**config.mk**
```make
export PLATFORM = sky130hd
export DESIGN_NAME = lsa_lin_core
export DESIGN_NICKNAME = d
export VERILOG_FILES = /design/src/design/lsa_pkg.sv /design/src/design/lsa_break_gen.sv /design/src/design/lsa_lin_core.sv
export SDC_FILE = /design/constraint.sdc
export NUM_CORES = 1
export LEC_CHECK = 0
export ABC_AREA = 1
export BUFFER_PORTS_ARGS = -buffer_cell sky130_fd_sc_hd__buf_2
export CORE_UTILIZATION = 40
export DETAILED_ROUTE_END_ITERATION = 7
export PLACE_DENSITY = 0.59
export SYNTH_ARGS = -nofsm -noshare
export SYNTH_HDL_FRONTEND = slang
export SYNTH_SLANG_ARGS = --single-unit
```
**constraint.sdc**
```tcl
create_clock -name ref_clk -period 2.85 [get_ports ref_clk]
set_input_delay 0.1425 -clock ref_clk [delete_from_list [all_inputs] [get_ports ref_clk]]
set_output_delay 0.1425 -clock ref_clk [all_outputs]
set_load 0.1 [all_outputs]
```
**src/design/lsa_pkg.sv**
```systemverilog
package lsa_pkg;
  // ==========================================================
  // register offsets (plain port, 12-bit address)
  localparam logic [11:0] ADDR_LIN_CONTROL  = 12'hf43;
  localparam logic [11:0] ADDR_NODE_ADDRESS = 12'hf45;
  localparam logic [11:0] ADDR_MODE_CONTROL = 12'hf41;
  localparam logic [11:0] ADDR_IRQ_STATUS   = 12'hf50;
  localparam logic [11:0] ADDR_IRQ_MASK     = 12'hf51;
  localparam logic [11:0] ADDR_BAUD_HIGH    = 12'hf46;
  localparam logic [11:0] ADDR_BAUD_LOW     = 12'hf47;
  localparam logic [11:0] ADDR_BREAK_CMD    = 12'hf52;
  // ==========================================================
  // lin_control fields
  localparam int LC_MASTER_BIT = 7;
  localparam int LC_SLAVE_BIT  = 6;
  localparam int LC_STATE_LO   = 2;
  localparam int LC_BREAK_LO   = 0;
  // mode control fields
  localparam int MC_MODE_LO    = 3;
  localparam int MC_MN_EN_BIT  = 2;
  localparam int MC_PARITY_BIT = 1;
  // irq bits
  localparam int IRQ_RX_BIT    = 0;
  localparam int IRQ_BRK_BIT   = 1;
  localparam int IRQ_STATE_BIT = 2;
  // ==========================================================
  // reset values
  localparam logic [7:0]  RST_LIN_CONTROL  = 8'h00;
  localparam logic [7:0]  RST_NODE_ADDRESS = 8'h00;
  localparam logic [7:0]  RST_MODE_CONTROL = 8'h00;
  localparam logic [15:0] RST_BAUD         = 16'hffff;
  localparam logic [4:0]  BREAK_BASE_BITS  = 5'h0d;
  typedef enum logic [1:0] {
    LSA_SLEEP    = 2'b00,
    LSA_WAIT_BRK = 2'b01,
    LSA_AUTOBAUD = 2'b10,
    LSA_ACTIVE   = 2'b11
  } lsa_state_type;
endpackage : lsa_pkg

```
**src/design/lsa_break_gen.sv**
```systemverilog
module lsa_break_gen
  import lsa_pkg::*;
(
  input  wire logic        ref_clk,
  input  wire logic        sys_rst,
  input  wire logic        start,
  input  wire logic [1:0]  length_sel,
  input  wire logic [15:0] baud_div,
  output logic             busy,
  output logic             done
);
  logic [15:0] tick_cnt;
  logic [4:0]  bit_cnt;
  logic [15:0] next_tick_cnt;
  logic [4:0]  next_bit_cnt;
  logic        next_busy;
  logic        next_done;
  // ==========================================================
  // bit-period counting
  always_comb begin
    next_tick_cnt = tick_cnt;
    next_bit_cnt  = bit_cnt;
    next_busy     = busy;
    next_done     = 1'b0;
    if (!busy) begin
      if (start) begin
        next_busy     = 1'b1;
        next_tick_cnt = 16'h0000;
        next_bit_cnt  = BREAK_BASE_BITS + {3'h0, length_sel};
      end
    end else if (tick_cnt + 16'h0001 >= baud_div) begin
      next_tick_cnt = 16'h0000;
      next_bit_cnt  = bit_cnt - 5'h01;
      if (bit_cnt == 5'h01) begin
        next_busy = 1'b0;
        next_done = 1'b1;
      end
    end else begin
      next_tick_cnt = tick_cnt + 16'h0001;
    end
  end
  always_ff @(posedge ref_clk) begin
    if (sys_rst) begin
      tick_cnt <= 16'h0000;
      bit_cnt  <= 5'h00;
      busy     <= 1'b0;
      done     <= 1'b0;
    end else begin
      tick_cnt <= next_tick_cnt;
      bit_cnt  <= next_bit_cnt;
      busy     <= next_busy;
      done     <= next_done;
    end
  end
endmodule : lsa_break_gen

```
**src/design/lsa_lin_core.sv**
```systemverilog
// Operation
// - state codes: sleep 00, wait 01, autobaud 10, active 11
// - software write forces state any time
// - slave hardware cycles wait, autobaud, active
// - wait and autobaud only valid for slave
// - master stays active until software writes sleep
// - break length select gives 13 to 16 bits
// - address compare mode compares every address byte
// - in compare mode only a matching address and the data bytes after it raise rx interrupt, data-available; otherwise every byte does
// - role active only with other selects clear
module lsa_lin_core
  import lsa_pkg::*;
(
  input  wire logic        ref_clk,
  input  wire logic        sys_rst,
  input  wire logic [11:0] reg_addr,
  input  wire logic [7:0]  reg_wdata,
  input  wire logic        reg_wr,
  input  wire logic        reg_rd,
  output logic [7:0]       reg_rdata,
  input  wire logic        break_seen,
  input  wire logic        autobaud_done,
  input  wire logic        frame_done,
  input  wire logic        rx_byte_valid,
  input  wire logic [7:0]  rx_byte,
  input  wire logic        rx_is_address,
  output logic             receive_data_available,
  output logic             lin_tx_dominant,
  output logic             irq
);
  logic [7:0]    lin_control;
  logic [7:0]    node_address_compare;
  logic [7:0]    mode_control;
  logic [15:0]   baud_div;
  logic [2:0]    irq_status;
  logic [2:0]    irq_mask;
  logic          addr_matched;
  logic          break_start;
  logic          brk_busy;
  logic          brk_done;
  logic [7:0]    next_lin_control;
  logic [7:0]    next_node_address_compare;
  logic [7:0]    next_mode_control;
  logic [15:0]   next_baud_div;
  logic [2:0]    next_irq_status;
  logic [2:0]    next_irq_mask;
  logic          next_addr_matched;
  logic          next_break_start;
  logic          next_rda;
  logic          next_irq;
  logic          next_lin_tx_dominant;
  logic [7:0]    next_reg_rdata;
  logic          master_role_select;
  logic          slave_role_select;
  logic [1:0]    multinode_mode_field;
  logic          master_active;
  logic          slave_active;
  lsa_state_type lin_fsm_state;
  lsa_state_type next_fsm;
  logic [2:0]    events;
  logic          rx_accept;
  logic          state_wr;
  // ==========================================================
  // role decode
  always_comb begin
    master_role_select   = lin_control[LC_MASTER_BIT];
    slave_role_select    = lin_control[LC_SLAVE_BIT];
    multinode_mode_field = mode_control[MC_MODE_LO +: 2];
    lin_fsm_state        = lsa_state_type'(lin_control[LC_STATE_LO +: 2]);
    master_active = master_role_select && !slave_role_select
                    && !mode_control[MC_MN_EN_BIT] && !mode_control[MC_PARITY_BIT];
    slave_active  = slave_role_select && !master_role_select
                    && !mode_control[MC_MN_EN_BIT] && !mode_control[MC_PARITY_BIT];
    state_wr      = reg_wr && (reg_addr == ADDR_LIN_CONTROL);
  end
  // ==========================================================
  // lin state machine
  always_comb begin
    next_fsm = lin_fsm_state;
    if (slave_active) begin
      case (lin_fsm_state)
        LSA_SLEEP:    next_fsm = LSA_SLEEP;
        LSA_WAIT_BRK: if (break_seen) next_fsm = LSA_AUTOBAUD;
        LSA_AUTOBAUD: if (autobaud_done) next_fsm = LSA_ACTIVE;
        LSA_ACTIVE:   if (frame_done) next_fsm = LSA_WAIT_BRK;
        default:      next_fsm = LSA_SLEEP;
      endcase
    end else if (master_active) begin
      case (lin_fsm_state)
        LSA_SLEEP:  next_fsm = LSA_SLEEP;
        LSA_ACTIVE: next_fsm = LSA_ACTIVE;
        default:    next_fsm = lin_fsm_state;
      endcase
    end
  end
  // ==========================================================
  // address compare
  always_comb begin
    rx_accept         = 1'b0;
    next_addr_matched = addr_matched;
    if (rx_byte_valid) begin
      if (multinode_mode_field[1]) begin
        if (rx_is_address) begin
          next_addr_matched = (rx_byte == node_address_compare);
          rx_accept         = next_addr_matched;
        end else begin
          rx_accept = addr_matched;
        end
      end else begin
        rx_accept = 1'b1;
      end
    end
  end
  // ==========================================================
  // registers and interrupts
  always_comb begin
    next_lin_control          = lin_control;
    next_node_address_compare = node_address_compare;
    next_mode_control         = mode_control;
    next_baud_div             = baud_div;
    next_irq_mask             = irq_mask;
    next_break_start          = 1'b0;
    next_reg_rdata            = 8'h00;
    next_lin_control[LC_STATE_LO +: 2] = next_fsm;
    events = 3'h0;
    events[IRQ_RX_BIT]    = rx_accept;
    events[IRQ_BRK_BIT]   = brk_done;
    events[IRQ_STATE_BIT] = (next_fsm != lin_fsm_state) && !state_wr;
    next_irq_status = irq_status;
    if (reg_wr) begin
      case (reg_addr)
        ADDR_LIN_CONTROL:  next_lin_control = reg_wdata;
        ADDR_NODE_ADDRESS: next_node_address_compare = reg_wdata;
        ADDR_MODE_CONTROL: next_mode_control = reg_wdata;
        ADDR_BAUD_HIGH:    next_baud_div[15:8] = reg_wdata;
        ADDR_BAUD_LOW:     next_baud_div[7:0] = reg_wdata;
        ADDR_IRQ_STATUS:   next_irq_status = irq_status & ~reg_wdata[2:0];
        ADDR_IRQ_MASK:     next_irq_mask = reg_wdata[2:0];
        ADDR_BREAK_CMD:    next_break_start = reg_wdata[0] && master_active
                                              && (lin_fsm_state == LSA_ACTIVE);
        default:           next_irq_mask = irq_mask;
      endcase
    end
    next_irq_status = next_irq_status | events;
    if (reg_rd) begin
      case (reg_addr)
        ADDR_LIN_CONTROL:  next_reg_rdata = lin_control;
        ADDR_NODE_ADDRESS: next_reg_rdata = node_address_compare;
        ADDR_MODE_CONTROL: next_reg_rdata = mode_control;
        ADDR_BAUD_HIGH:    next_reg_rdata = baud_div[15:8];
        ADDR_BAUD_LOW:     next_reg_rdata = baud_div[7:0];
        ADDR_IRQ_STATUS:   next_reg_rdata = {5'h00, irq_status};
        ADDR_IRQ_MASK:     next_reg_rdata = {5'h00, irq_mask};
        ADDR_BREAK_CMD:    next_reg_rdata = {7'h00, brk_busy};
        default:           next_reg_rdata = 8'h00;
      endcase
    end
    next_rda             = rx_accept;
    next_irq             = |(next_irq_status & next_irq_mask);
    next_lin_tx_dominant = brk_busy;
  end
  always_ff @(posedge ref_clk) begin
    if (sys_rst) begin
      lin_control            <= RST_LIN_CONTROL;
      node_address_compare   <= RST_NODE_ADDRESS;
      mode_control           <= RST_MODE_CONTROL;
      baud_div               <= RST_BAUD;
      irq_status             <= 3'h0;
      irq_mask               <= 3'h0;
      addr_matched           <= 1'b0;
      break_start            <= 1'b0;
      reg_rdata              <= 8'h00;
      receive_data_available <= 1'b0;
      irq                    <= 1'b0;
      lin_tx_dominant        <= 1'b0;
    end else begin
      lin_control            <= next_lin_control;
      node_address_compare   <= next_node_address_compare;
      mode_control           <= next_mode_control;
      baud_div               <= next_baud_div;
      irq_status             <= next_irq_status;
      irq_mask               <= next_irq_mask;
      addr_matched           <= next_addr_matched;
      break_start            <= next_break_start;
      reg_rdata              <= next_reg_rdata;
      receive_data_available <= next_rda;
      irq                    <= next_irq;
      lin_tx_dominant        <= next_lin_tx_dominant;
    end
  end
  // ==========================================================
  // break generator
  lsa_break_gen u_break (
    .ref_clk    (ref_clk),
    .sys_rst    (sys_rst),
    .start      (break_start),
    .length_sel (lin_control[LC_BREAK_LO +: 2]),
    .baud_div   (baud_div),
    .busy       (brk_busy),
    .done       (brk_done)
  );
endmodule : lsa_lin_core

```
After elaboration in Yosys (flattened, before gate mapping) --
Index checks and enable logic that the tools add are counted.
Storage, ports and cells: flip-flop bits (word level) 82, input bits 37, output and inout bits 11, word-level logic and storage cells 102
Cells by class: add/subtract/negate cells 3, $lt $le $gt $ge 1, equality and inequality tests 15, muxes and demuxes 28, bitwise logic cells 9, reductions and logical operators 28
Operators by type and width (count):
- $eq A12 B12 Y1 const B | 8
- $pmux W8 S8 | 1
- $mux W16 | 3
- $add A16 B1 Y16 const B | 1
- $ge A16 B16 Y1 | 1
- $mux W5 | 3
- $reduce_and A2 Y1 | 7
- $mux W3 | 4
- $logic_and A1 B1 Y1 | 10
- $mux W2 | 5
- $reduce_or A3 Y1 | 3
- $eq A8 B8 Y1 | 1
- $mux W1 | 8
- $mux W4 | 2
- $pmux W2 S4 | 1
- $and A3 B3 Y3 | 2
- $add A4 B2 Y5 const A | 1
- $eq A5 B1 Y1 const B | 1
- $logic_not A1 Y1 | 5
- $not A1 Y1 | 5
- $sub A5 B1 Y5 const B | 1
- $eq A2 B2 Y1 const B | 2
- $pmux W2 S2 | 1
- $not A3 Y3 | 1
- 7 further kinds | 7

Logic depth before layout (Yosys ltp) --
Gate-level depths: netlist of the first run.
word-level depth 11, gate-level depth with buffers 19, gate-level depth less buffers 18

Hierarchy --
Synthesis of the first run repeated with hierarchy kept, for this count alone.
Second synthesis, totals: cells, all modules 684, area, all modules 4916.0 um2
By module, submodules not included:
- lsa_lin_core | times used 1, cells an instance 426, area each 3161.8 um2, seq. area each 1181.1 um2
- lsa_break_gen | times used 1, cells an instance 258, area each 1754.2 um2, seq. area each 460.4 um2

Least setup slack after synthesis of the first run --
No wires, ideal clock.
path kind register to register, start reg u_break.tick_cnt[0], end reg u_break.bit_cnt[1], arrival time 2.327 ns, data required time 2.737 ns, path slack 0.410 ns, stages on the path, launching flop included 20, path buffers 1, period minus slack after synthesis 2.440 ns, cell sequence dfxtp_1 > ha_1 > nand2_1 > nor2_2 > nand2_1 > nor2_1 > a21oi_1 > nor2_1 > inv_1 > ha_1 > nand2_1 > o21bai_1 > nand2_1 > a21oi_1 > nand4_1 > buf_4 > nand2_1 > nand2_1 > nand2_1 > nor2_1
On the way: word-level cells in the longest chain between the ends 4
RTL lines:
- from (decl) | line lsa_break_gen.sv:12 | logic [15:0] tick_cnt;
- from (signal assigned) | line lsa_break_gen.sv:49 | tick_cnt <= next_tick_cnt;
- $add A16 B1 Y16 | line lsa_break_gen.sv:31 | end else if (tick_cnt + 16'h0001 >= baud_div) begin
- $ge A16 B16 Y1 | line lsa_break_gen.sv:31
- $ne A2 B2 Y1 (no source line)
- $reduce_and A2 Y1 (no source line)
- to (signal assigned) | line lsa_break_gen.sv:50 | bit_cnt <= next_bit_cnt;
- to (decl) | line lsa_break_gen.sv:13 | logic [4:0] bit_cnt;
No other way between the ends. A chain may end at the register's enable or synchronous reset.

Worst setup path in the final report of the first run --
Same ends and word-level chain as after synthesis.

==> results of run 1 <==
[power by group]
| part | switching (mW) | total (mW) | internal [mW] |
|---|---|---|---|
| clock | 0.467 | 1.26 | 0.792 |
| sequential | 0.000619 | 1.15 | 1.15 |
| combinational | 0.0757 | 0.110 | 0.0338 |
[cell usage after synthesis, drive strengths merged]
master / number
nand3b: 3
a21o: 1
nor4: 2
nor2: 70
nand2: 159
and3: 1
o221ai: 2
a211oi: 8
or2: 3
o21ai: 31
o22ai: 15
buf: 10
xnor2: 7
nand4: 6
nand3: 41
nor3: 9
a21oi: 53
inv: 105
dfxtp: 82
o211ai: 17
ha: 26
xor2: 9
o21bai: 1
a31oi: 3
clkbuf: 8
[worst max-delay path by stage]
stage,from,endpoint,cells past startpoint
finish,u_break.tick_cnt[0]$_SDFFE_PP0P_,u_break.bit_cnt[1]$_SDFFE_PP0P_,19
global route,u_break.tick_cnt[0]$_SDFFE_PP0P_,u_break.tick_cnt[4]$_SDFFE_PP0P_,18
CTS,u_break.tick_cnt[4]$_SDFFE_PP0P_,u_break.bit_cnt[1]$_SDFFE_PP0P_,19
detailed placement,u_break.tick_cnt[4]$_SDFFE_PP0P_,u_break.bit_cnt[1]$_SDFFE_PP0P_,19
global placement,u_break.tick_cnt[3]$_SDFFE_PP0P_,u_break.bit_cnt[1]$_SDFFE_PP0P_,15
floorplan,u_break.tick_cnt[0]$_SDFFE_PP0P_,u_break.bit_cnt[1]$_SDFFE_PP0P_,19
[kinds of logic after synthesis]
| group | Yosys count | synth area share [%] |
|---|---|---|
| AOI/OAI and AO/OA | 131 | 16.51 |
| xor gates and xnor gates | 16 | 3.113 |
| adders and majority gates | 26 | 6.858 |
| buffers and inverters | 123 | 10.45 |
| DFF | 82 | 34.61 |
| and+or+nand+nor | 294 | 28.46 |
[worst min-delay path, stage by stage]
cell	delay, ns
sky130_fd_sc_hd__buf_2	0.11
sky130_fd_sc_hd__nand4_1	0.08
sky130_fd_sc_hd__nand2_1	0.05
sky130_fd_sc_hd__inv_1	0.04
[through the flow]
| stage | utilization [%] | setup slack, ns | cells | hold WS, ns | cell area [µm²] |
|---|---|---|---|---|---|
| floorplan | - | 0.4102 | 672 | 0.2219 | 4743 |
| global placement | 44.51 | 0.2395 | 850 | 0.4543 | 5104 |
| detailed placement | 44.51 | 0.1853 | 850 | 0.4571 | 5104 |
| CTS | 47.31 | 0.1718 | 866 | 0.1062 | 5425 |
| global route | 47.74 | 0.005673 | 867 | 0.1159 | 5474 |
| finish | 47.74 | 0.2607 | 867 | 0.1149 | 5474 |
[layer usage]
layer  vias to the layer above  GRT usage (%)  part of all wire (%)
met5                         -              0                     0
met4                         0          5.956                   1.2
met3                        12          2.624                   3.3
met2                        80          33.58                    48
met1                      1954          25.51                    47
li1                       2277              -                     -
[registers in the layout, summed over array words and instances (netlist names)]
signal	count
lin_control	8
break_start	1
receive_data_available	1
irq_status	3
node_address_compare	8
u_break.busy	1
addr_matched	1
reg_rdata	8
mode_control	8
irq	1
lin_tx_dominant	1
u_break.tick_cnt	16
u_break.bit_cnt	5
baud_div	16
irq_mask	3
u_break.done	1
[cell type report]
type / instances / area share [%]
Multi-Input combinational cell: 467 / 48.21
Sequential cell: 82 / 30.06
Inverter: 105 / 7.337
Timing Repair Buffer: 54 / 5.257
Clock buffer: 12 / 4.503
Tap cell: 143 / 3.269
Clock inverter: 4 / 1.371
[repair_timing]
action / CTS / global route
setup buffers: 0 / 1
gates resized for setup: 0 / 13
endpoints found under the setup margin: 0 / 20
==> qor.yml, run 1 <==
placement:
  io_buffers: 47
  gp_routability_congestion: 0.8448
  detailed_place_hpwl_um: 8801
synth:
  cell_taking_the_most_area_after_synthesis: "sky130_fd_sc_hd__dfxtp_1"
  synth_area_per_cell_um2: 7.058
  synth-seq-area-share_pct: 34.61
  postSynthCellCount: 672
  syn-cell-area_um2: 4743
  synth_seq_cells: 82
  synth.lib_cells_used.distinct: 41
  synth.yosys.warnings: 0
  synth_net_count: 735
  synth.area.top_cells: "sky130_fd_sc_hd__dfxtp_1 35%, sky130_fd_sc_hd__nand2_1 12%, sky130_fd_sc_hd__inv_1 7.7%, sky130_fd_sc_hd__ha_1 6.9%, sky130_fd_sc_hd__a21oi_1 5.6%"
  post-synth-top-area-fraction_pct: 34.61
layout:
  fraction_of_layout_instances_using_a_drive_strength_above_1_pct: 16.30
  fillers: 1132
  number_of_nets_in_the_finished_design: 782
  syn2layout_area_growth_pct: 15.40
  regArea_um2: 1645
  antennaDiodeCount: 0
  most-common-layout-cells: "154 x sky130_fd_sc_hd__nand2_1, 97 x sky130_fd_sc_hd__inv_1, 79 x sky130_fd_sc_hd__dfxtp_1"
  layout.cells.most_common: "sky130_fd_sc_hd__nand2_1"
  multi_input_area_um2: 2639
clock_network:
  cts_max_path_buffers: 2
  post_cts_hold_buffer_count: 0
  cts_tree: "yes"
  tritoncts_sink_count: 82
  cts_clk_pin_slew_worst_paths_ns: 0.06
  tritoncts.num_buffers: 9
  clock_insertion_delay_worst_skew_ns: 0.34
  h-tree-depth: 3
  clk_root_buffer_cell: "sky130_fd_sc_hd__clkbuf_16"
power:
  power_density_nw_per_um2: 459.9
  p_leak_nw: 2.673
  power_mw: 2.518
  power.ir.vdd_worst_v: 0.0002430
die:
  fp.dieArea_um2: 12300
  die_width_um: 110.9
  core_um2: 11470
  start_util_pct: 41.36
  floorplan.die.height_um: 110.9
  pin_count: 48
  core.rowCount: 39
status:
  run_status: "finished, final reports clean"
drt:
  detailroute.via_count: 4323
  route.detailed.drc: 0
  drt_wl_total_um: 11560
  drt_first_iter_violations: 225
  drt-wirelength-per-cell_um: 13.34
  ant_nets: 0
  drt-pass1-iter-count: 7
  vias_per_cell: 4.986
global_route:
  grt_usage_pct: 19.60
  antenna_found_initial: 0
  gr-total-overflow: 0
  pin_count_of_the_biggest_net_entering_global_routing: 39
  via_count_of_the_first_global_routing_pass: 4116
  grt_first_pass_wirelength_um: 19490
min_path:
  min-delay-path-class: "in -> reg"
  hold_path_startpoint: "rx_byte_valid"
  min_path_cells: 4
  min_delay_worst_endpoint: "addr_matched$_SDFFE_PP0P_"
sta:
  max_slew.worst_pin.slew_ns: 0.5400
  setup-violations-final: 0
  maxSlewHeadroom_pct: 63.90
  achievable-frequency_mhz: 386.2
  period_minus_slack_ns: 2.589
  skew_ns: 0.006204
  slew_viol_final: 0
  final.period_utilization_pct: 90.85
  total_negative_slack_ns: 0
  grt_setup_unrepaired: "false"
  timing_hold_violations_final: 0
critical_path:
  worstPathMaxFanout: 10
  crit_path_cell_trace: "ha_2 -> nand2_1 -> nor2_2 -> nand2_1 -> nor2_2 -> xnor2_1 -> inv_1 -> ha_1 -> nand2_1 -> inv_1 -> nand3_1 -> nor3_2 -> nand2_1 -> nand4_1 -> buf_4 -> nand2_1 -> nand2_1 -> nand2_1 -> nor2_1"
  critical-path-max-stage-delay_ns: 0.37
  r2r.worst_path.cells: 19
  timing.critical_path.slowest_stage_cell: "sky130_fd_sc_hd__dfxtp_1"
  cp_data_required_time_ns: 3.12
  timing.critical_path.to_type: "flip-flop"
  most_common_cell_on_crit_path: "sky130_fd_sc_hd__nand2_1"
  reg2reg_to: "u_break.bit_cnt[1]$_SDFFE_PP0P_"
  setup.reg_to_reg.worst_slack_ns: 0.26
  worstPathBufferInverterCount: 3
  worst_path_dominant_cell_family: "simple AND/OR/NAND/NOR gates"
  worstSetupPathType: "reg -> reg"
  worst_ep_arrival_time_ns: 2.86
  worst_r2r_startpoint: "u_break.tick_cnt[0]$_SDFFE_PP0P_"
  critical_path.startpoint_type: "flip-flop"
job:
  maxCapViolations: 0
No activity file was read; power rests on OpenSTA's default activity.
==> run 2: changes to the inputs <==
- PLACE_DENSITY: 0.59 -> unset
- SKIP_CTS_REPAIR_TIMING: unset -> 1
- SYNTH_HIERARCHICAL: unset -> 1
==> qor.yml, run 2 <==
critical_path:
  cp_data_required_time_ns: 3.12  # about the same
  timing.critical_path.to_type: "flip-flop"  # unchanged
  worstPathMaxFanout: 15  # was 10
  timing.critical_path.slowest_stage_cell: "sky130_fd_sc_hd__dfxtp_1"  # unchanged
  worst_ep_arrival_time_ns: 2.94  # was 2.86 ns
  critical-path-max-stage-delay_ns: 0.37  # about the same
  worstPathBufferInverterCount: 1  # was 3
  worstSetupPathType: "reg -> reg"  # unchanged
  reg2reg_to: "u_break/tick_cnt[6]$_SDFFE_PP0P_"  # was u_break.bit_cnt[1]$_SDFFE_PP0P_
  critical_path.startpoint_type: "flip-flop"  # unchanged
  most_common_cell_on_crit_path: "sky130_fd_sc_hd__nand2_1"  # unchanged
  worst_path_dominant_cell_family: "simple AND/OR/NAND/NOR gates"  # unchanged
  setup.reg_to_reg.worst_slack_ns: 0.18  # was 0.26 ns
  worst_r2r_startpoint: "u_break/tick_cnt[0]$_SDFFE_PP0P_"  # was u_break.tick_cnt[0]$_SDFFE_PP0P_
  crit_path_cell_trace: "ha_1 -> nand2_1 -> nor2_2 -> nand2_1 -> nor3_2 -> xor2_1 -> ha_1 -> nand4_1 -> a21oi_1 -> nor2_1 -> nand3_1 -> inv_2 -> nand2_1 -> a21oi_1"  # was ha_2 -> nand2_1 -> nor2_2 -> nand2_1 -> nor2_2 -> xnor2_1 -> inv_1 -> ha_1 -> nand2_1 -> inv_1 -> nand3_1 -> nor3_2 -> nand2_1 -> nand4_1 -> buf_4 -> nand2_1 -> nand2_1 -> nand2_1 -> nor2_1
  r2r.worst_path.cells: 14  # was 19
synth:
  synth_edf_count: 0  # unchanged
  synth.yosys.warnings: 6  # was 0
  synth.area.top_cells: "sky130_fd_sc_hd__dfxtp_1 33%, sky130_fd_sc_hd__nand2_1 14%, sky130_fd_sc_hd__inv_1 6.8%, sky130_fd_sc_hd__ha_1 6.1%, sky130_fd_sc_hd__a21oi_1 5.7%"  # was sky130_fd_sc_hd__dfxtp_1 35%, sky130_fd_sc_hd__nand2_1 12%, sky130_fd_sc_hd__inv_1 7.7%, sky130_fd_sc_hd__ha_1 6.9%, sky130_fd_sc_hd__a21oi_1 5.6%
  syn-cell-area_um2: 4916  # was 4743 µm²
  post-synth-top-area-fraction_pct: 33.39  # was 34.61%
  synth.top_cells.by_count: "183 x sky130_fd_sc_hd__nand2_1, 89 x sky130_fd_sc_hd__inv_1, 82 x sky130_fd_sc_hd__dfxtp_1, 56 x sky130_fd_sc_hd__a21oi_1, 53 x sky130_fd_sc_hd__nor2_1"  # was 155 x sky130_fd_sc_hd__nand2_1, 97 x sky130_fd_sc_hd__inv_1, 82 x sky130_fd_sc_hd__dfxtp_1, 56 x sky130_fd_sc_hd__nor2_1, 53 x sky130_fd_sc_hd__a21oi_1
  synth_net_count: 745  # was 735
  synth_async_sr_flop_share_pct: 0  # unchanged
  synth_area_per_cell_um2: 7.187  # was 7.058 µm²
  synth-seq-area-share_pct: 33.39  # was 34.61%
  synth_flop_cell: "sky130_fd_sc_hd__dfxtp_1"  # unchanged
  postSynthCellCount: 684  # was 672
  cell_taking_the_most_area_after_synthesis: "sky130_fd_sc_hd__dfxtp_1"  # unchanged
  synth.lib_cells_used.distinct: 45  # was 41
  synth_seq_cells: 82  # unchanged
  yosys.cell_count.top_type: "sky130_fd_sc_hd__nand2_1"  # unchanged
placement:
  dpl_cell_area_um2: 5234  # was 5104 µm²
  io_buffers: 47  # unchanged
  gp_routability_congestion: 0.8976  # was 0.8448
  pre_cts_slack_ns: 0.2364  # was 0.1853 ns
  detailed_place_hpwl_um: 9709  # was 8801 µm
layout:
  most-common-layout-cells: "183 x sky130_fd_sc_hd__nand2_1, 89 x sky130_fd_sc_hd__inv_1, 82 x sky130_fd_sc_hd__dfxtp_1"  # was 154 x sky130_fd_sc_hd__nand2_1, 97 x sky130_fd_sc_hd__inv_1, 79 x sky130_fd_sc_hd__dfxtp_1
  largestRegisters: "baud_div (16), u_break/tick_cnt (16)"  # was baud_div (16), u_break.tick_cnt (16)
  number_of_nets_in_the_finished_design: 791  # was 782
  syn2layout_area_growth_pct: 11.91  # was 15.40%
  layout.cells.most_common: "sky130_fd_sc_hd__nand2_1"  # unchanged
  final_area_um2: 5502  # was 5474 µm²
  antennaDiodeCount: 0  # unchanged
  fraction_of_layout_instances_using_a_drive_strength_above_1_pct: 16.49  # was 16.30%
drt:
  route.detailed.drc: 0  # unchanged
  vias_per_cell: 5.050  # was 4.986
  drt_wl_total_um: 12590  # was 11560 µm
  drt-wirelength-per-cell_um: 14.28  # was 13.34 µm
  drt_first_iter_violations: 277  # was 225
  detailroute.via_count: 4449  # was 4323
  drt-pass1-iter-count: 5  # was 7
  ant_nets: 0  # unchanged
power:
  combinationalPowerShare_pct: 5.4  # was 4.4%
  seqPwrFrac_pct: 49.8  # was 45.6%
  p_leak_nw: 2.766  # was 2.673 nW
  power_density_nw_per_um2: 419.8  # was 459.9 nW/µm²
  cellInternalPower_mw: 1.763  # was 1.974 mW
  netSwitchingFraction_pct: 23.67  # was 21.60%
  power.ir.vdd_worst_v: 0.0003071  # was 0.0002430 V
  total_switching_power_mw: 0.5466  # was 0.5438 mW
  share_of_power_burned_in_the_clock_network_pct: 44.9  # was 50.0%
job:
  maxCapViolations: 0  # unchanged
sta:
  timing_hold_violations_final: 0  # unchanged
  setup-violations-final: 0  # unchanged
  skew_ns: 0.006040  # was 0.006204 ns
  fin_ws_ns: 0.1809  # was 0.2607 ns
  maxSlewHeadroom_pct: 67.70  # was 63.90%
  grt_setup_unrepaired: "true"  # was false
  final.period_utilization_pct: 93.65  # was 90.85%
  slew_viol_final: 0  # unchanged
  max_slew.worst_pin.slew_ns: 0.4879  # was 0.5400 ns
  total_negative_slack_ns: 0  # unchanged
  achievable-frequency_mhz: 374.7  # was 386.2 MHz
  period_minus_slack_ns: 2.669  # was 2.589 ns
die:
  pin_count: 48  # unchanged
  fp.dieArea_um2: 12740  # was 12300 µm²
  floorplan.die.height_um: 112.9  # was 110.9 µm
  start_util_pct: 40.93  # was 41.36%
  core.rowCount: 40  # was 39
  core_um2: 12010  # was 11470 µm²
  die_width_um: 112.9  # was 110.9 µm
global_route:
  gr-total-overflow: 0  # unchanged
  antenna_found_initial: 0  # unchanged
  via_count_of_the_first_global_routing_pass: 4259  # was 4116
  grt_usage_pct: 21.34  # was 19.60%
  pin_count_of_the_biggest_net_entering_global_routing: 35  # was 39
  grt_first_pass_wirelength_um: 21090  # was 19490 µm
clock_network:
  cts_clk_pin_slew_worst_paths_ns: 0.06  # about the same
  h-tree-depth: 3  # unchanged
  clk_root_buffer_cell: "sky130_fd_sc_hd__clkbuf_16"  # unchanged
  clock_insertion_delay_worst_skew_ns: 0.34  # about the same
  tritoncts_sink_count: 82  # unchanged
  tritoncts.num_buffers: 9  # unchanged
  cts_tree: "yes"  # unchanged
  cts_max_path_buffers: 2  # unchanged
min_path:
  hold_path_startpoint: "rx_byte_valid"  # unchanged
  min_path_cells: 4  # unchanged
  min-delay-path-class: "in -> reg"  # unchanged
  min_delay_worst_endpoint: "addr_matched$_SDFFE_PP0P_"  # unchanged
status:
  run_status: "finished, final reports clean"  # unchanged
run 2: cell count changes after synthesis, sizes merged, moves of 3 or more:
| cell | change |
|---|---|
| xor2 | +4 |
| nand4 | +3 |
| nand3 | -8 |
| a31oi | -3 |
| nand2 | +32 |
| o22ai | -12 |
| nor2 | +8 |
| inv | -11 |
| a21oi | +4 |
run 2: per-layer routing:
| metal | global-route usage, % | vias up | share of wire [%] |
|---|---|---|---|
| met5 | 0 | - | 0 |
| met4 | 6.404 | 0 | 1.8 |
| met3 | 4.874 | 13 | 3.2 |
| met2 | 37.16 | 75 | 48 |
| met1 | 26.28 | 2062 | 47 |
| li1 | - | 2299 | - |
run 2: cell families after synthesis:
family | synth area share, %
simple gates | 31.69
compound gates | 15.25
buf+inv | 10.21
flops | 33.39
fa+ha+maj | 6.108
xor+xnor | 3.360
run 2: tightest hold or removal path, cell delays in order:
cell and delay [ns]:
sky130_fd_sc_hd__buf_2 0.11, sky130_fd_sc_hd__nand4_1 0.09, sky130_fd_sc_hd__nand2_1 0.05, sky130_fd_sc_hd__inv_1 0.04
run 2: area by class of cell:
cell class	instances	area (µm²)
clock buffers	11	232.7
flip-flops and latches	82	1642
inverters	96	370.4
fillers	1237	6510
well taps	147	183.9
clock inverters	4	20.02
multi-input cells	489	2780
repair buffers	52	272.8
run 2: power by group through the flow:
stage	sequential [mW]	combinational (mW)	clock, mW
6_report	1.15	0.124	1.04
3_3_place_gp	1.17	0.122	0
5_1_grt	1.15	0.135	1.12
2_1_floorplan	1.18	0.0655	0
3_5_place_dp	1.17	0.124	0
4_1_cts	1.15	0.124	1.06
run 2: worst max-delay path by stage:
stage                                          start                                 to  slack (ns)  cells past startpoint
global placement    u_break/tick_cnt[0]$_SDFFE_PP0P_   u_break/tick_cnt[6]$_SDFFE_PP0P_        0.28                     14
detailed placement  u_break/tick_cnt[0]$_SDFFE_PP0P_   u_break/tick_cnt[6]$_SDFFE_PP0P_        0.24                     14
CTS                 u_break/tick_cnt[0]$_SDFFE_PP0P_   u_break/tick_cnt[6]$_SDFFE_PP0P_        0.21                     14
global route        u_break/tick_cnt[0]$_SDFFE_PP0P_  u_break/tick_cnt[11]$_SDFFE_PP0P_       -0.02                     14
finish              u_break/tick_cnt[0]$_SDFFE_PP0P_   u_break/tick_cnt[6]$_SDFFE_PP0P_        0.18                     14
floorplan           u_break/tick_cnt[0]$_SDFFE_PP0P_    u_break/bit_cnt[1]$_SDFFE_PP0P_        0.63                     16
run 2: stage by stage:
step	total power [mW]	hold slack [ns]	std cells	utilization [%]
global placement	1.296	0.4496	865	43.57
detailed placement	1.298	0.4741	865	43.57
global route	2.400	0.1413	881	45.80
CTS	2.335	0.1150	880	45.68
finish	2.310	0.1295	881	45.80
floorplan	1.245	0.3059	684	-
